==> src/pm_pkg.sv <==
// Package holding constants and carrier types for the port 5/6 pin mux
package pm_pkg;
   // ----------------------------------------
   // Widths and pin positions
   // ----------------------------------------
   localparam int          PM_PORT_W      = 8;   // Pins per port
   localparam int          PM_P5_STE_CLK  = 0;   // Shared strobe / A clock pin
   localparam int          PM_P5_DATA     = 1;   // B master out / I2C data
   localparam int          PM_P5_MISO     = 2;   // B master in / I2C clock
   localparam int          PM_P5_CLK_STE  = 3;   // B clock / A strobe
   localparam int          PM_P5_CLK0     = 4;   // First of three clock outputs
   localparam int          PM_P5_AUX      = 7;   // Timer hi-z in / supervisor out
   localparam int          PM_P6_SVS      = 7;   // Supervisor external input pin
   localparam logic [3:0]  PM_SVS_EXT_LVL = 4'hf; // Level select that uses pin
   localparam logic [7:0]  PM_RST_BYTE    = 8'h00; // Reset value of all bytes

   // ----------------------------------------
   // Carrier types
   // ----------------------------------------
   // Per-pin output and enable from one serial channel
   typedef struct packed {
      logic out;
      logic oe;
   } pm_sig_s;

   // Pad-facing value set for one port
   typedef struct packed {
      logic [7:0] out;
      logic [7:0] oe;
   } pm_pad_s;
endpackage

==> src/pm_sync.sv <==
// Two-flop synchroniser for a vector of pin inputs
module pm_sync #(
   parameter int W = 8
) (
   input  wire logic         clk,
   input  wire logic         rst_n,
   input  wire logic [W-1:0] d,
   output logic      [W-1:0] q
);
   // First stage is read only by the second
   logic [W-1:0] meta_r;
   logic [W-1:0] meta_nxt;
   logic [W-1:0] q_nxt;

   // ----------------------------------------
   // Next values
   // ----------------------------------------
   always_comb begin
      meta_nxt = d;
      q_nxt    = meta_r;
   end

   // Registers
   always_ff @(posedge clk or negedge rst_n) begin
      if (!rst_n) begin
         meta_r <= '0;
         q      <= '0;
      end else begin
         meta_r <= meta_nxt;
         q      <= q_nxt;
      end
   end
endmodule

==> src/pm_mux.sv <==
// Pin function multiplexer for ports 5 and 6
//
// Notes on behaviour
// (RL1) P5.1 select routes B data / I2C data
// (RL2) P5.2 select routes B in / I2C clock
// (RL3) P5.0 select connects B strobe / A clock
// (RL4) P5.3 select connects B clock / A strobe
// (RL5) Serial module sets direction of four pins
// (RL6) I2C pins drive low only, else release
// (RL7) A clock beats B strobe on P5.0
// (RL8) A clock need forces 3-wire SPI
// (RL9) GPIO default; clocks out; analog routing
module pm_mux
   import pm_pkg::*;
(
   // Clock and reset
   input  wire logic                  CLK,
   input  wire logic                  RESETN,
   // Software port bits
   input  wire logic [7:0]            PORT5_DIRECTION_BITS,
   input  wire logic [7:0]            PORT5_FUNCTION_SELECT,
   input  wire logic [7:0]            PORT5_OUT_BITS,
   input  wire logic [7:0]            PORT6_DIRECTION_BITS,
   input  wire logic [7:0]            PORT6_FUNCTION_SELECT,
   input  wire logic [7:0]            PORT6_OUT_BITS,
   input  wire logic [7:0]            ANALOG_INPUT_ENABLE,
   // Serial channels
   input  wire logic                  CHAN_B_I2C_MODE,
   input  wire logic                  CHAN_A_CLOCK_NEEDED,
   input  wire pm_pkg::pm_sig_s       CHAN_A_SERIAL_CLOCK,
   input  wire pm_pkg::pm_sig_s       CHAN_B_SLAVE_STROBE,
   input  wire pm_pkg::pm_sig_s       CHAN_B_MASTER_OUT,
   input  wire pm_pkg::pm_sig_s       CHAN_B_MASTER_IN,
   input  wire pm_pkg::pm_sig_s       CHAN_B_SERIAL_CLOCK,
   input  wire pm_pkg::pm_sig_s       CHAN_A_SLAVE_STROBE,
   input  wire logic                  CHAN_A_4WIRE_REQ,
   input  wire logic                  CHAN_B_4WIRE_REQ,
   // Clock system and supervisor
   input  wire logic [2:0]            SYS_CLOCKS,
   input  wire logic                  SUPERVISOR_OUTPUT,
   input  wire logic [3:0]            SUPERVISOR_LEVEL_SELECT,
   // Pads
   input  wire logic [7:0]            P5_PAD_IN,
   input  wire logic [7:0]            P6_PAD_IN,
   output logic      [7:0]            P5_PAD_OUT,
   output logic      [7:0]            P5_PAD_OE,
   output logic      [7:0]            P6_PAD_OUT,
   output logic      [7:0]            P6_PAD_OE,
   // Values back to software and peripherals
   output logic      [7:0]            PORT5_IN_BITS,
   output logic      [7:0]            PORT6_IN_BITS,
   output logic      [7:0]            P5_PERIPH_IN,
   output logic      [7:0]            ANALOG_PIN_ROUTE,
   output logic                       TIMER_OUTPUTS_HIGH_Z,
   output logic                       SUPERVISOR_EXTERNAL_INPUT,
   output logic                       CHAN_A_FORCE_3WIRE,
   output logic                       CHAN_B_FORCE_3WIRE
);
   // ----------------------------------------
   // Synchronised pad inputs
   // ----------------------------------------
   logic [7:0] p5_sync;       // Port 5 pads after two flops
   logic [7:0] p6_sync;       // Port 6 pads after two flops

   pm_sync #(.W(PM_PORT_W)) u_sync5 (
      .clk   (CLK),
      .rst_n (RESETN),
      .d     (P5_PAD_IN),
      .q     (p5_sync)
   );

   pm_sync #(.W(PM_PORT_W)) u_sync6 (
      .clk   (CLK),
      .rst_n (RESETN),
      .d     (P6_PAD_IN),
      .q     (p6_sync)
   );

   // ----------------------------------------
   // Registered output state
   // ----------------------------------------
   pm_pad_s    p5_r,   p5_nxt;     // Port 5 pad drive
   pm_pad_s    p6_r,   p6_nxt;     // Port 6 pad drive
   logic [7:0] in5_r,  in5_nxt;    // Port 5 readback
   logic [7:0] in6_r,  in6_nxt;    // Port 6 readback
   logic [7:0] per_r,  per_nxt;    // Peripheral inputs from port 5
   logic [7:0] ana_r,  ana_nxt;    // Analog routing per port 6 pin
   logic       thz_r,  thz_nxt;    // Timer hi-z request
   logic       svi_r,  svi_nxt;    // Supervisor external input
   logic       fa_r,   fa_nxt;     // Channel A forced to 3-wire
   logic       fb_r,   fb_nxt;     // Channel B forced to 3-wire

   // Pick one serial signal onto a pad, open-drain when i2c is set
   function automatic pm_sig_s pad_drive(input pm_sig_s s, input logic i2c);
      pm_sig_s r;
      r = s;
      if (i2c) begin
         r.out = 1'b0;                  // Only low is ever driven [RL6]
         r.oe  = s.oe & ~s.out;         // Release for high [RL6]
      end
      return r;
   endfunction

   // ----------------------------------------
   // Next-value logic
   // ----------------------------------------
   always_comb begin
      pm_sig_s s;
      s       = '0;
      p5_nxt  = '0;
      p6_nxt  = '0;
      // Plain I/O by default: direction bit picks out (1) or in (0) [RL9]
      p5_nxt.out = PORT5_OUT_BITS;
      p5_nxt.oe  = PORT5_DIRECTION_BITS;
      p6_nxt.out = PORT6_OUT_BITS;
      p6_nxt.oe  = PORT6_DIRECTION_BITS;
      per_nxt    = p5_sync & PORT5_FUNCTION_SELECT;
      // Shared pin P5.0: A clock wins over B strobe [RL7]
      if (PORT5_FUNCTION_SELECT[PM_P5_STE_CLK]) begin
         if (CHAN_A_CLOCK_NEEDED) begin
            s = CHAN_A_SERIAL_CLOCK;                     // [RL3] [RL7]
         end else begin
            s = CHAN_B_SLAVE_STROBE;                     // [RL3]
         end
         p5_nxt.out[PM_P5_STE_CLK] = s.out;              // Direction from serial [RL5]
         p5_nxt.oe[PM_P5_STE_CLK]  = s.oe;
      end
      // P5.1: B data out or I2C data
      if (PORT5_FUNCTION_SELECT[PM_P5_DATA]) begin
         s = pad_drive(CHAN_B_MASTER_OUT, CHAN_B_I2C_MODE); // [RL1] [RL6]
         p5_nxt.out[PM_P5_DATA] = s.out;                 // [RL5]
         p5_nxt.oe[PM_P5_DATA]  = s.oe;
      end
      // P5.2: B data in or I2C clock
      if (PORT5_FUNCTION_SELECT[PM_P5_MISO]) begin
         s = pad_drive(CHAN_B_MASTER_IN, CHAN_B_I2C_MODE);  // [RL2] [RL6]
         p5_nxt.out[PM_P5_MISO] = s.out;                 // [RL5]
         p5_nxt.oe[PM_P5_MISO]  = s.oe;
      end
      // P5.3: B clock or A strobe; a used A clock leaves A without strobe
      if (PORT5_FUNCTION_SELECT[PM_P5_CLK_STE]) begin
         if (CHAN_A_4WIRE_REQ && !CHAN_A_CLOCK_NEEDED) begin
            s = CHAN_A_SLAVE_STROBE;                     // [RL4]
         end else begin
            s = CHAN_B_SERIAL_CLOCK;                     // [RL4]
         end
         p5_nxt.out[PM_P5_CLK_STE] = s.out;              // [RL5]
         p5_nxt.oe[PM_P5_CLK_STE]  = s.oe;
      end
      // P5.4..6: system clocks out when select and direction set [RL9]
      for (int i = 0; i < 3; i++) begin
         if (PORT5_FUNCTION_SELECT[PM_P5_CLK0+i]) begin
            p5_nxt.out[PM_P5_CLK0+i] = SYS_CLOCKS[i];
            p5_nxt.oe[PM_P5_CLK0+i]  = PORT5_DIRECTION_BITS[PM_P5_CLK0+i];
         end
      end
      // P5.7: supervisor out when driven, timer hi-z input otherwise
      thz_nxt = 1'b0;
      if (PORT5_FUNCTION_SELECT[PM_P5_AUX]) begin
         if (PORT5_DIRECTION_BITS[PM_P5_AUX]) begin
            p5_nxt.out[PM_P5_AUX] = SUPERVISOR_OUTPUT;
         end else begin
            thz_nxt = p5_sync[PM_P5_AUX];
         end
      end
      // Pin-needed A clock forces 4-wire channels to 3-wire [RL8]
      fa_nxt = PORT5_FUNCTION_SELECT[PM_P5_STE_CLK] & CHAN_A_CLOCK_NEEDED
               & CHAN_A_4WIRE_REQ;                       // [RL8]
      fb_nxt = PORT5_FUNCTION_SELECT[PM_P5_STE_CLK] & CHAN_A_CLOCK_NEEDED
               & CHAN_B_4WIRE_REQ;                       // [RL8]
      // Port 6: analog enable isolates digital drive [RL9]
      ana_nxt   = ANALOG_INPUT_ENABLE;
      p6_nxt.oe = p6_nxt.oe & ~ANALOG_INPUT_ENABLE;
      // P6.7 select+dir drives ground
      if (PORT6_FUNCTION_SELECT[PM_P6_SVS] && !ANALOG_INPUT_ENABLE[PM_P6_SVS]) begin
         p6_nxt.out[PM_P6_SVS] = 1'b0;
      end
      svi_nxt = ANALOG_INPUT_ENABLE[PM_P6_SVS]
                & (SUPERVISOR_LEVEL_SELECT == PM_SVS_EXT_LVL);
      // Readback; analog pins read low since the buffer is off
      in5_nxt = p5_sync;
      in6_nxt = p6_sync & ~ANALOG_INPUT_ENABLE;
   end

   // ----------------------------------------
   // Registers
   // ----------------------------------------
   always_ff @(posedge CLK or negedge RESETN) begin
      if (!RESETN) begin
         p5_r  <= '0;
         p6_r  <= '0;
         in5_r <= PM_RST_BYTE;
         in6_r <= PM_RST_BYTE;
         per_r <= PM_RST_BYTE;
         ana_r <= PM_RST_BYTE;
         thz_r <= 1'b0;
         svi_r <= 1'b0;
         fa_r  <= 1'b0;
         fb_r  <= 1'b0;
      end else begin
         p5_r  <= p5_nxt;
         p6_r  <= p6_nxt;
         in5_r <= in5_nxt;
         in6_r <= in6_nxt;
         per_r <= per_nxt;
         ana_r <= ana_nxt;
         thz_r <= thz_nxt;
         svi_r <= svi_nxt;
         fa_r  <= fa_nxt;
         fb_r  <= fb_nxt;
      end
   end

   // Outputs straight from flops
   assign P5_PAD_OUT                = p5_r.out;
   assign P5_PAD_OE                 = p5_r.oe;
   assign P6_PAD_OUT                = p6_r.out;
   assign P6_PAD_OE                 = p6_r.oe;
   assign PORT5_IN_BITS             = in5_r;
   assign PORT6_IN_BITS             = in6_r;
   assign P5_PERIPH_IN              = per_r;
   assign ANALOG_PIN_ROUTE          = ana_r;
   assign TIMER_OUTPUTS_HIGH_Z      = thz_r;
   assign SUPERVISOR_EXTERNAL_INPUT = svi_r;
   assign CHAN_A_FORCE_3WIRE        = fa_r;
   assign CHAN_B_FORCE_3WIRE        = fb_r;
endmodule

==> config.mk <==
export PLATFORM = sky130hd
export DESIGN_NAME = pm_mux
export DESIGN_NICKNAME = d
export VERILOG_FILES = /design/src/pm_pkg.sv /design/src/pm_sync.sv /design/src/pm_mux.sv
export SDC_FILE = /design/constraint.sdc
export NUM_CORES = 1
export LEC_CHECK = 0
export BUFFER_PORTS_ARGS = -buffer_cell sky130_fd_sc_hd__clkbuf_2
export CORE_ASPECT_RATIO = 1.5
export CORE_MARGIN = 2
export CORE_UTILIZATION = 48
export CTS_BUF_LIST = sky130_fd_sc_hd__clkbuf_8
export CTS_CLUSTER_DIAMETER = 40
export CTS_CLUSTER_SIZE = 40
export DETAILED_ROUTE_END_ITERATION = 6
export PLACE_DENSITY = 0.86
export SETUP_SLACK_MARGIN = 0.5
export SLEW_MARGIN = 15
export SYNTH_ARGS = -nofsm -noshare
export SYNTH_HDL_FRONTEND = slang
export SYNTH_HIERARCHICAL = 1
export SYNTH_SLANG_ARGS = --single-unit
export TNS_END_PERCENT = 10
==> constraint.sdc <==
create_clock -name CLK -period 1.6 [get_ports CLK]
set_input_delay 0.16 -clock CLK [delete_from_list [all_inputs] [get_ports CLK]]
set_output_delay 0.16 -clock CLK [all_outputs]
set_load 0.01 [all_outputs]
==> results.cfg, run 1 <==
[detailed_routing]
ant_nets = 0
vias = 1974
firstDrtPassIters = 2
drc = 0
vias_per_cell = 4.46
drt_wl_total_microns = 6190
wire_per_inst_microns = 14.0
initialDrtViolationCount = 136

[worst_setup_path]
timing.rr.start = u_sync5/q[7]$_DFF_PN0_
worstSetupPathType = flip-flop to output pin
reg2reg_depth = 2
cp_num_buf_inv = 1
crit_end = P6_PAD_OUT[7]
critical_path.startpoint = P6_PAD_OUT[7]$_DFF_PN0_
endpoint_kind = output pin
path_max_fanout = 1
rrSetupSlack_ns = 0.82
slowest_delay_ns = 0.39
cp_top_family = flip-flops
r2r-end = TIMER_OUTPUTS_HIGH_Z$_DFF_PN0_
cp.arrival_ns = 0.85
startpoint_type = flip-flop
crit_chain = clkbuf_2
path_depth = 1
slowest_stage = dfrtp_1
cp.required_ns = 1.44

[global_routing]
grtUsageTotal_pct = 19.9
use_met1_pct = 21.4
overflow = 0
grt_use_met3_pct = 4.41
grt_max_degree = 42
grt_first_pass_wirelength_microns = 9600
grt_pass1_vias = 2094
top_usage_layer = met2
antenna_found_initial = 0
use_met2_pct = 34.3

[floorplanning]
std_cell_rows = 34
ios = 166
die-area_sq_um = 6710
die_w_microns = 67.6
die_h_microns = 99.3
core_sq_um = 5830
initial_utilization_pct = 49.9

[cts]
cts_tree = built
postCtsHoldBufs = 36
cts_root_buf = clkbuf_8
cts_setup_buffers = 0
cts_num_sinks = 100
ctsResizeCount = 0
cts_max_level = 3
clockBufferDepth = 2
clk_pin_slew_ns = 0.09
numCtsBuffers = 9
insertion_delay_ns = 0.33

[finish]
stdcell_area_sq_um = 4350
fin_util_pct = 74.6
area_growth_pct = 49.5
insertedDiodeCount = 0
final_nets = 466
drive_gt1_share_pct = 48.8

[run]
maxCapViolCount = 0

[outcome]
status = finished clean

[place]
place_congestion = 0.702
preCtsSetupSlack_ns = 0.809
io_buffers = 158
place_area_sq_um = 3830
hpwl_microns = 4430

[sta]
rsz0062_at_grt = no
setup-tns-final_ns = 0
setup_violations = 0
fmax_ghz = 0.986
fin_ws_ns = 0.586
maxSlewViolCount = 0
tightestPinTransition_ns = 0.421
holdWs_ns = 0.0389
slew_headroom_pct = 71.9
final.period_utilization_pct = 63.4
finClkSkew_ns = 0.00698
period_needed_ns = 1.01
finalHoldViolCount = 0

[synthesis]
syn_nets = 259
synth.distinct_cells = 18
yosysTopAreaCell = dfrtp_1
ys_seq_area_share_pct = 86.1
synth.avg_cell_area_sq_um = 18.1
synth.most_common_cell = dfrtp_1
ys_top_cells_by_count = 100 x dfrtp_1, 18 x nor2b_1, 8 x and2_1
synth_edf_count = 0
postSynth.asyncResetShare_pct = 100
yosysWarningCount = 6
ys_top_cells_by_area = dfrtp_1 86%, nor2b_1 3.9%, mux2_2 2.3%
synth_ff_type = dfrtp_1
synth_seq_cells = 100
synthCells = 161
synth_top_area_share_pct = 86.1
synth_area_sq_um = 2910

[power_and_ir_drop]
powerDensity_nw_per_um2 = 1030
power_leakage_uw = 0.00229
ir_drop_v = 0.000675

[hold_path]
hp-class = input port to flip-flop
-- where the power goes --
part / switching (uW) / internal, uW
Sequential: 37.7 / 2660
Clock: 761 / 546
Combinational: 221 / 250
Total: 1020 / 3450
-- sequential cells by signal, summed over array words and instances, names as in the netlist --
register and count:
ANALOG_PIN_ROUTE 8, P5_PAD_OE 8, P5_PAD_OUT 8, P5_PERIPH_IN 8
P6_PAD_OE 8, P6_PAD_OUT 8, PORT5_IN_BITS 8, PORT6_IN_BITS 8
u_sync5/meta_r 8, u_sync5/q 8, u_sync6/meta_r 8, u_sync6/q 8
CHAN_A_FORCE_3WIRE 1, CHAN_B_FORCE_3WIRE 1, SUPERVISOR_EXTERNAL_INPUT 1, TIMER_OUTPUTS_HIGH_Z 1
-- routing by layer --
metal  wire length (microns)  share of wire [%]
met5                       0                  0
met4                     222                3.6
met3                     381                6.2
met2                    3530                 57
met1                    2050                 33
-- cell type report --
type                       instances  area [sq um]
sequential                       100          2500
timing repair buffer             196          1190
fill                             376          1480
inverter                           3          11.3
multi-input combinational         58           394
clock inverter                     5          31.3
clock buffer                       9           124
tap                               72          90.1
-- cells by family (layout without fill, tap and decap cells) --
family	after synthesis	after routing	synth area share, %
buffers and inverters	3	213	0.387
AOI/OAI and AO/OA	9	9	2.02
DFF	100	100	86.1
and+or+nand+nor	41	41	8.52
muxes	8	8	3.01
-- cells in the final DEF (no fill, tap or decap) --
master         count
a21boi_0           3
a21oi_1            2
and2_1             8
and3_2             2
buf_12             2
buf_4              1
clkbuf_2         157
clkbuf_8           9
clkinv_2           2
clkinv_4           1
dfrtp_1          100
dlygate4sd3_1     36
inv_1              4
inv_6              1
mux2_2             6
mux2i_1            2
nand2_1            4
nand2b_1           2
nand3b_1           1
nand4_1            1
nand4b_1           2
nor2_1             3
nor2b_1           18
o211ai_1           2
o21ai_0            1
o22ai_1            1
-- worst min-delay path by stage --
| stage | startpoint | endpoint | slack (ns) | cells after the start |
|---|---|---|---|---|
| floorplan | RESETN | ANALOG_PIN_ROUTE[0]$_DFF_PN0_ | -0.14 | 0 |
| global placement | RESETN | u_sync5/meta_r[5]$_DFF_PN0_ | 0.12 | 1 |
| detailed placement | RESETN | u_sync5/meta_r[5]$_DFF_PN0_ | 0.12 | 1 |
| CTS | SUPERVISOR_LEVEL_SELECT[0] | SUPERVISOR_EXTERNAL_INPUT$_DFF_PN0_ | 0.02 | 3 |
| global route | PORT6_DIRECTION_BITS[7] | P6_PAD_OE[7]$_DFF_PN0_ | 0.02 | 2 |
| finish | PORT6_DIRECTION_BITS[7] | P6_PAD_OE[7]$_DFF_PN0_ | 0.04 | 2 |
-- stage by stage --
step / std cells / total power, uW
final: 443 / 4470
after global routing: 443 / 4690
after CTS: 443 / 4520
after detailed placement: 393 / 3150
after global placement: 393 / 3130
after floorplan: 161 / 2850
-- worst reg2reg max path, stage by stage, from the launching register on --
cell	delay (ns)
dfrtp_1	0.38
and2_1	0.17
nor2b_1	0.13
Note: power is estimated with default switching activity, not from simulation.
==> run 2, diff against run 1 <==
Settings changed: ABC_AREA set to 1, CORE_UTILIZATION 48 to 45, PLACE_DENSITY 0.86 to 0.81.
Clock period 1.6 ns to 1 ns, I/O delays scaled along.
==> run 2 against run 1 <==
Critical endpoint is now P5_PAD_OUT[7]. Register-to-register slack worse by 0.43 ns. Power is 64% higher. Area after synthesis is 1.4% higher. Clock power is 74% higher. Non-clock buffer count is 9 lower. Worst setup slack worse by 0.56 ns. Count of clock-buffer cells in the layout is 2 higher. Synthesized cell count is 26% higher. The flow now finishes with violations (hold timing). Sequential power is 60% higher. Die area is 7.8% higher. First-iteration DRC count is 34% lower.
==> results.cfg, run 2 <==
[cts]
cts_num_sinks = 100
cts_max_level = 3
cts_tree = built
cts_root_buf = clkbuf_8
clockBufferDepth = 2
cts_setup_buffers = 0
insertion_delay_ns = 0.35
numCtsBuffers = 9
postCtsHoldBufs = 26
clk_pin_slew_ns = 0.09

[place]
place_area_sq_um = 3880
hpwl_microns = 4550
io_buffers = 158
place_congestion = 0.792

[synthesis]
ys_top_cells_by_count = 100 x dfrtp_1, 37 x inv_1, 22 x nand2_1
synth.distinct_cells = 13
yosysWarningCount = 6
synth_ff_type = dfrtp_1
synth_top_area_share_pct = 84.9
postSynth.asyncResetShare_pct = 100
ys_top_cells_by_area = dfrtp_1 85%, inv_1 4.7%, nand2_1 2.8%
ys_seq_area_share_pct = 84.9
synth.avg_cell_area_sq_um = 14.5
synth_edf_count = 0
syn_nets = 301
synthCells = 203
synth_seq_cells = 100
synth_area_sq_um = 2950
synth.most_common_cell = dfrtp_1
yosysTopAreaCell = dfrtp_1

[sta]
tightestPinTransition_ns = 0.304
holdWs_ns = -0.372
setup_violations = 0
final.period_utilization_pct = 97.6
finalHoldViolCount = 146
rsz0062_at_grt = yes
finClkSkew_ns = 0.00995
period_needed_ns = 0.976
slew_headroom_pct = 79.7
setup-tns-final_ns = 0
maxSlewViolCount = 0
fmax_ghz = 1.02

[worst_setup_path]
cp_num_buf_inv = 1
cp.arrival_ns = 0.88
crit_chain = clkbuf_2
startpoint_type = flip-flop
cp_top_family = flip-flops
slowest_stage = dfrtp_1
rrSetupSlack_ns = 0.39
endpoint_kind = output pin
worstSetupPathType = flip-flop to output pin
path_max_fanout = 1
cp.required_ns = 0.90
slowest_delay_ns = 0.39

[finish]
insertedDiodeCount = 0
drive_gt1_share_pct = 45.2
fin_util_pct = 67.5
multi_input_area_sq_um = 304
stdcell_area_sq_um = 4350
layout_commonest_cell = clkbuf_2
fillers = 467
final_nets = 499
final_cell_mix = 103 x clkbuf_2, 100 x dfrtp_1, 51 x buf_2, 37 x inv_1, 24 x dlygate4sd3_1
regArea_sq_um = 2500
area_growth_pct = 47.4

[floorplanning]
die_w_microns = 70.1
std_cell_rows = 36
core_sq_um = 6440
die-area_sq_um = 7230
die_h_microns = 103
initial_utilization_pct = 45.8
ios = 166

[global_routing]
grt_first_pass_wirelength_microns = 9490
overflow = 0
grt_max_degree = 40
grtUsageTotal_pct = 17.7
grt_pass1_vias = 2129
antenna_found_initial = 0

[detailed_routing]
vias_per_cell = 4.32
drt_wl_total_microns = 6210
vias = 2076
drc = 0
wire_per_inst_microns = 12.9
initialDrtViolationCount = 90
ant_nets = 0
firstDrtPassIters = 4

[power_and_ir_drop]
fin_total_pwr_uw = 7340
power_leakage_uw = 0.00249
powerDensity_nw_per_um2 = 1690
ir_drop_v = 0.00114

[run]
maxCapViolCount = 0

[outcome]
violations = hold timing
status = finished with violations

[hold_path]
hp-class = input port to asynchronous set/reset pin
run 2: cell count changes after synthesis, sizes merged, moves of 3 or more:
cell and delta:
inv +35, nand2 +19, nor2b -18, nor2 +17, and2 -8, nand3 +8
o21ai +4, mux2 -3
run 2: logic make-up (layout without fill, tap and decap cells):
kind of cell,Yosys count,in the layout,synth area share (%)
AOI/OAI and AO/OA,8,8,1.53
buffers and inverters,38,240,4.84
DFF,100,100,84.9
muxes,3,3,1.15
and+or+nand+nor,54,54,7.64
run 2: cell type report:
cell class                      count  area share (%)
Sequential cell                   100            57.6
Timing Repair Buffer              187            25.9
Multi-Input combinational cell     65            6.99
Clock buffer                       11            3.48
Inverter                           38            3.28
Tap cell                           76            2.19
Clock inverter                      4           0.547
run 2: power breakdown:
part | leakage [uW] | internal [uW] | switching, uW
logic | 0.00119 | 378 | 371
clock network | 0.0000954 | 1020 | 1250
registers | 0.00121 | 4250 | 63.4
total | 0.00249 | 5660 | 1690
run 2: per-stage QoR:
stage	std cells	worst slack [ns]
after floorplan	203	0.436
after global placement	440	0.368
after detailed placement	440	0.352
after CTS	481	-0.0128
after global routing	481	-0.0184
final	481	0.0240
run 2: final timing paths:
path,start,end,depth (start not counted)
max,P5_PAD_OUT[7]$_DFF_PN0_,P5_PAD_OUT[7],1
min,RESETN,P5_PAD_OUT[6]$_DFF_PN0_,1
max reg2reg,u_sync5/q[7]$_DFF_PN0_,TIMER_OUTPUTS_HIGH_Z$_DFF_PN0_,2
min reg2reg,u_sync6/meta_r[1]$_DFF_PN0_,u_sync6/q[1]$_DFF_PN0_,0
max in group asynchronous,RESETN,u_sync5/q[4]$_DFF_PN0_,2
min in group CLK,ANALOG_INPUT_ENABLE[2],ANALOG_PIN_ROUTE[2]$_DFF_PN0_,1
run 2: repair_timing:
action	in CTS	in global routing
endpoints found under the hold margin	172	139
resized for setup	1	58
pin swaps	16	14
setup endpoints to repair	90	96
gates cloned	0	0
run 2: layer usage:
layer | vias to the layer above | track usage [%] | wire, microns
met3 | 9 | 4.20 | 339
met1 | 986 | 18.6 | 2190
met5 | - | 0 | 0
met4 | 0 | 8.43 | 114
met2 | 83 | 33.3 | 3570
li1 | 998 | - | -
==> run 3, diff against run 2 <==
Settings changed: BUFFER_PORTS_ARGS -buffer_cell sky130_fd_sc_hd__clkbuf_2 to -buffer_cell sky130_fd_sc_hd__buf_2.
==> run 3 against run 2 <==
The run still ends with hold timing left. Critical endpoint is now P6_PAD_OE[6]. Wire length down 4.7%. Clock power shrank 4%. Final cell count fell by 0.42%.
==> results.cfg, run 3 (synthesis gave the netlist of run 2 again) <==
[sta]
slew_headroom_pct = 82.1
finClkSkew_ns = 0.0113
final.period_utilization_pct = 97.4
setup_violations = 0
setup-tns-final_ns = 0
finalHoldViolCount = 143
rsz0062_at_grt = yes
tightestPinTransition_ns = 0.268
holdWs_ns = -0.388
maxSlewViolCount = 0
period_needed_ns = 0.974
fmax_ghz = 1.03

[detailed_routing]
drt_wl_total_microns = 5920
wire_per_inst_microns = 12.4
vias_per_cell = 4.32
ant_nets = 0
firstDrtPassIters = 4
drc = 0
vias = 2068
initialDrtViolationCount = 143

[worst_setup_path]
endpoint_kind = output pin
cp.arrival_ns = 0.87
slowest_delay_ns = 0.39
crit_chain = buf_2
startpoint_type = flip-flop
cp_num_buf_inv = 1
path_max_fanout = 1
cp.required_ns = 0.90
worstSetupPathType = flip-flop to output pin
cp_top_family = flip-flops
slowest_stage = dfrtp_1

[finish]
area_growth_pct = 48.8
drive_gt1_share_pct = 44.9
final_cell_mix = 146 x buf_2, 100 x dfrtp_1, 37 x inv_1, 22 x nand2_1, 22 x dlygate4sd3_1
insertedDiodeCount = 0
fillers = 462
layout_commonest_cell = buf_2
final_nets = 499
fin_util_pct = 68.1

[global_routing]
antenna_found_initial = 0
grt_max_degree = 41
grt_first_pass_wirelength_microns = 9000
grtUsageTotal_pct = 16.9
overflow = 0
grt_pass1_vias = 1982

[power_and_ir_drop]
fin_total_pwr_uw = 7280
ir_drop_v = 0.000897
power_leakage_uw = 0.00249
powerDensity_nw_per_um2 = 1660

[cts]
cts_num_sinks = 100
cts_tree = built
clockBufferDepth = 2
clk_pin_slew_ns = 0.09
postCtsHoldBufs = 26
numCtsBuffers = 9
cts_root_buf = clkbuf_8
insertion_delay_ns = 0.35
cts_setup_buffers = 0
cts_max_level = 3

[floorplanning]
ios = 166
std_cell_rows = 36
die_h_microns = 103
die_w_microns = 70.1
initial_utilization_pct = 45.8
core_sq_um = 6440
die-area_sq_um = 7230

[hold_path]
hp-class = input port to asynchronous set/reset pin

[run]
maxCapViolCount = 0

[place]
io_buffers = 158
place_congestion = 0.791
hpwl_microns = 4360

[outcome]
violations = hold timing
status = finished with violations
==> run 3: changes by cell type in the layout (fill, tap and decap cells not counted) <==
cell and delta:
clkinvlp_4 +1, clkbuf_2 -103, clkinv_2 -2, buf_6 +9, dlymetal6s4s_1 +2, dlygate4sd3_1 -2, buf_2 +95, inv_6 -1
clkbuf_8 -1
==> run 3: worst paths after layout <==
path	start	to	slack [ns]	cells after the start
max	P6_PAD_OE[6]$_DFF_PN0_	P6_PAD_OE[6]	0.03	1
min	RESETN	ANALOG_PIN_ROUTE[6]$_DFF_PN0_	-0.39	1
max reg2reg	u_sync5/q[7]$_DFF_PN0_	TIMER_OUTPUTS_HIGH_Z$_DFF_PN0_	0.39	2
min reg2reg	u_sync5/meta_r[4]$_DFF_PN0_	u_sync5/q[4]$_DFF_PN0_	0.34	0
max in group asynchronous	RESETN	u_sync5/meta_r[4]$_DFF_PN0_	0.90	2
min in group CLK	ANALOG_INPUT_ENABLE[6]	ANALOG_PIN_ROUTE[6]$_DFF_PN0_	-0.12	1
==> run 3: report_power, final <==
part | switching [uW] | total [uW] | internal, uW
combinational | 367 | 764 | 396
sequential | 62.9 | 4320 | 4250
clock | 1200 | 2200 | 995
total | 1630 | 7280 | 5650
==> run 3: per-stage QoR <==
stage | cell area, sq um | worst slack, ns | std cells
after floorplan | 2950 | 0.436 | 203
after global placement | 3880 | 0.369 | 440
after detailed placement | 3880 | 0.341 | 440
after CTS | 4330 | 0.0140 | 479
after global routing | 4390 | -0.0203 | 479
final | 4390 | 0.0259 | 479
==> run 3: final cells by class <==
class                           instances  area (sq um)  area share [%]
Clock buffer                           11           151            3.45
Inverter                               38           143            3.25
Clock inverter                          2          12.5           0.285
Tap cell                               76          95.1            2.17
Multi-Input combinational cell         65           304            6.93
Timing Repair Buffer                  187          1180            26.9
Sequential cell                       100          2500            57.0
==> run 3: what timing repair did <==
item                                    CTS  global route
endpoints found under the hold margin   173           145
pin swaps                                 0            17
endpoints found under the setup margin   89            99
gates resized for setup                   3            14
==> run 3: routing by layer <==
metal	vias up	GRT usage (%)	wire length, microns
met2	84	30.3	3290
met3	15	3.71	312
met4	0	9.32	164
met5	-	0	0
met1	972	18.7	2160
li1	997	-	-
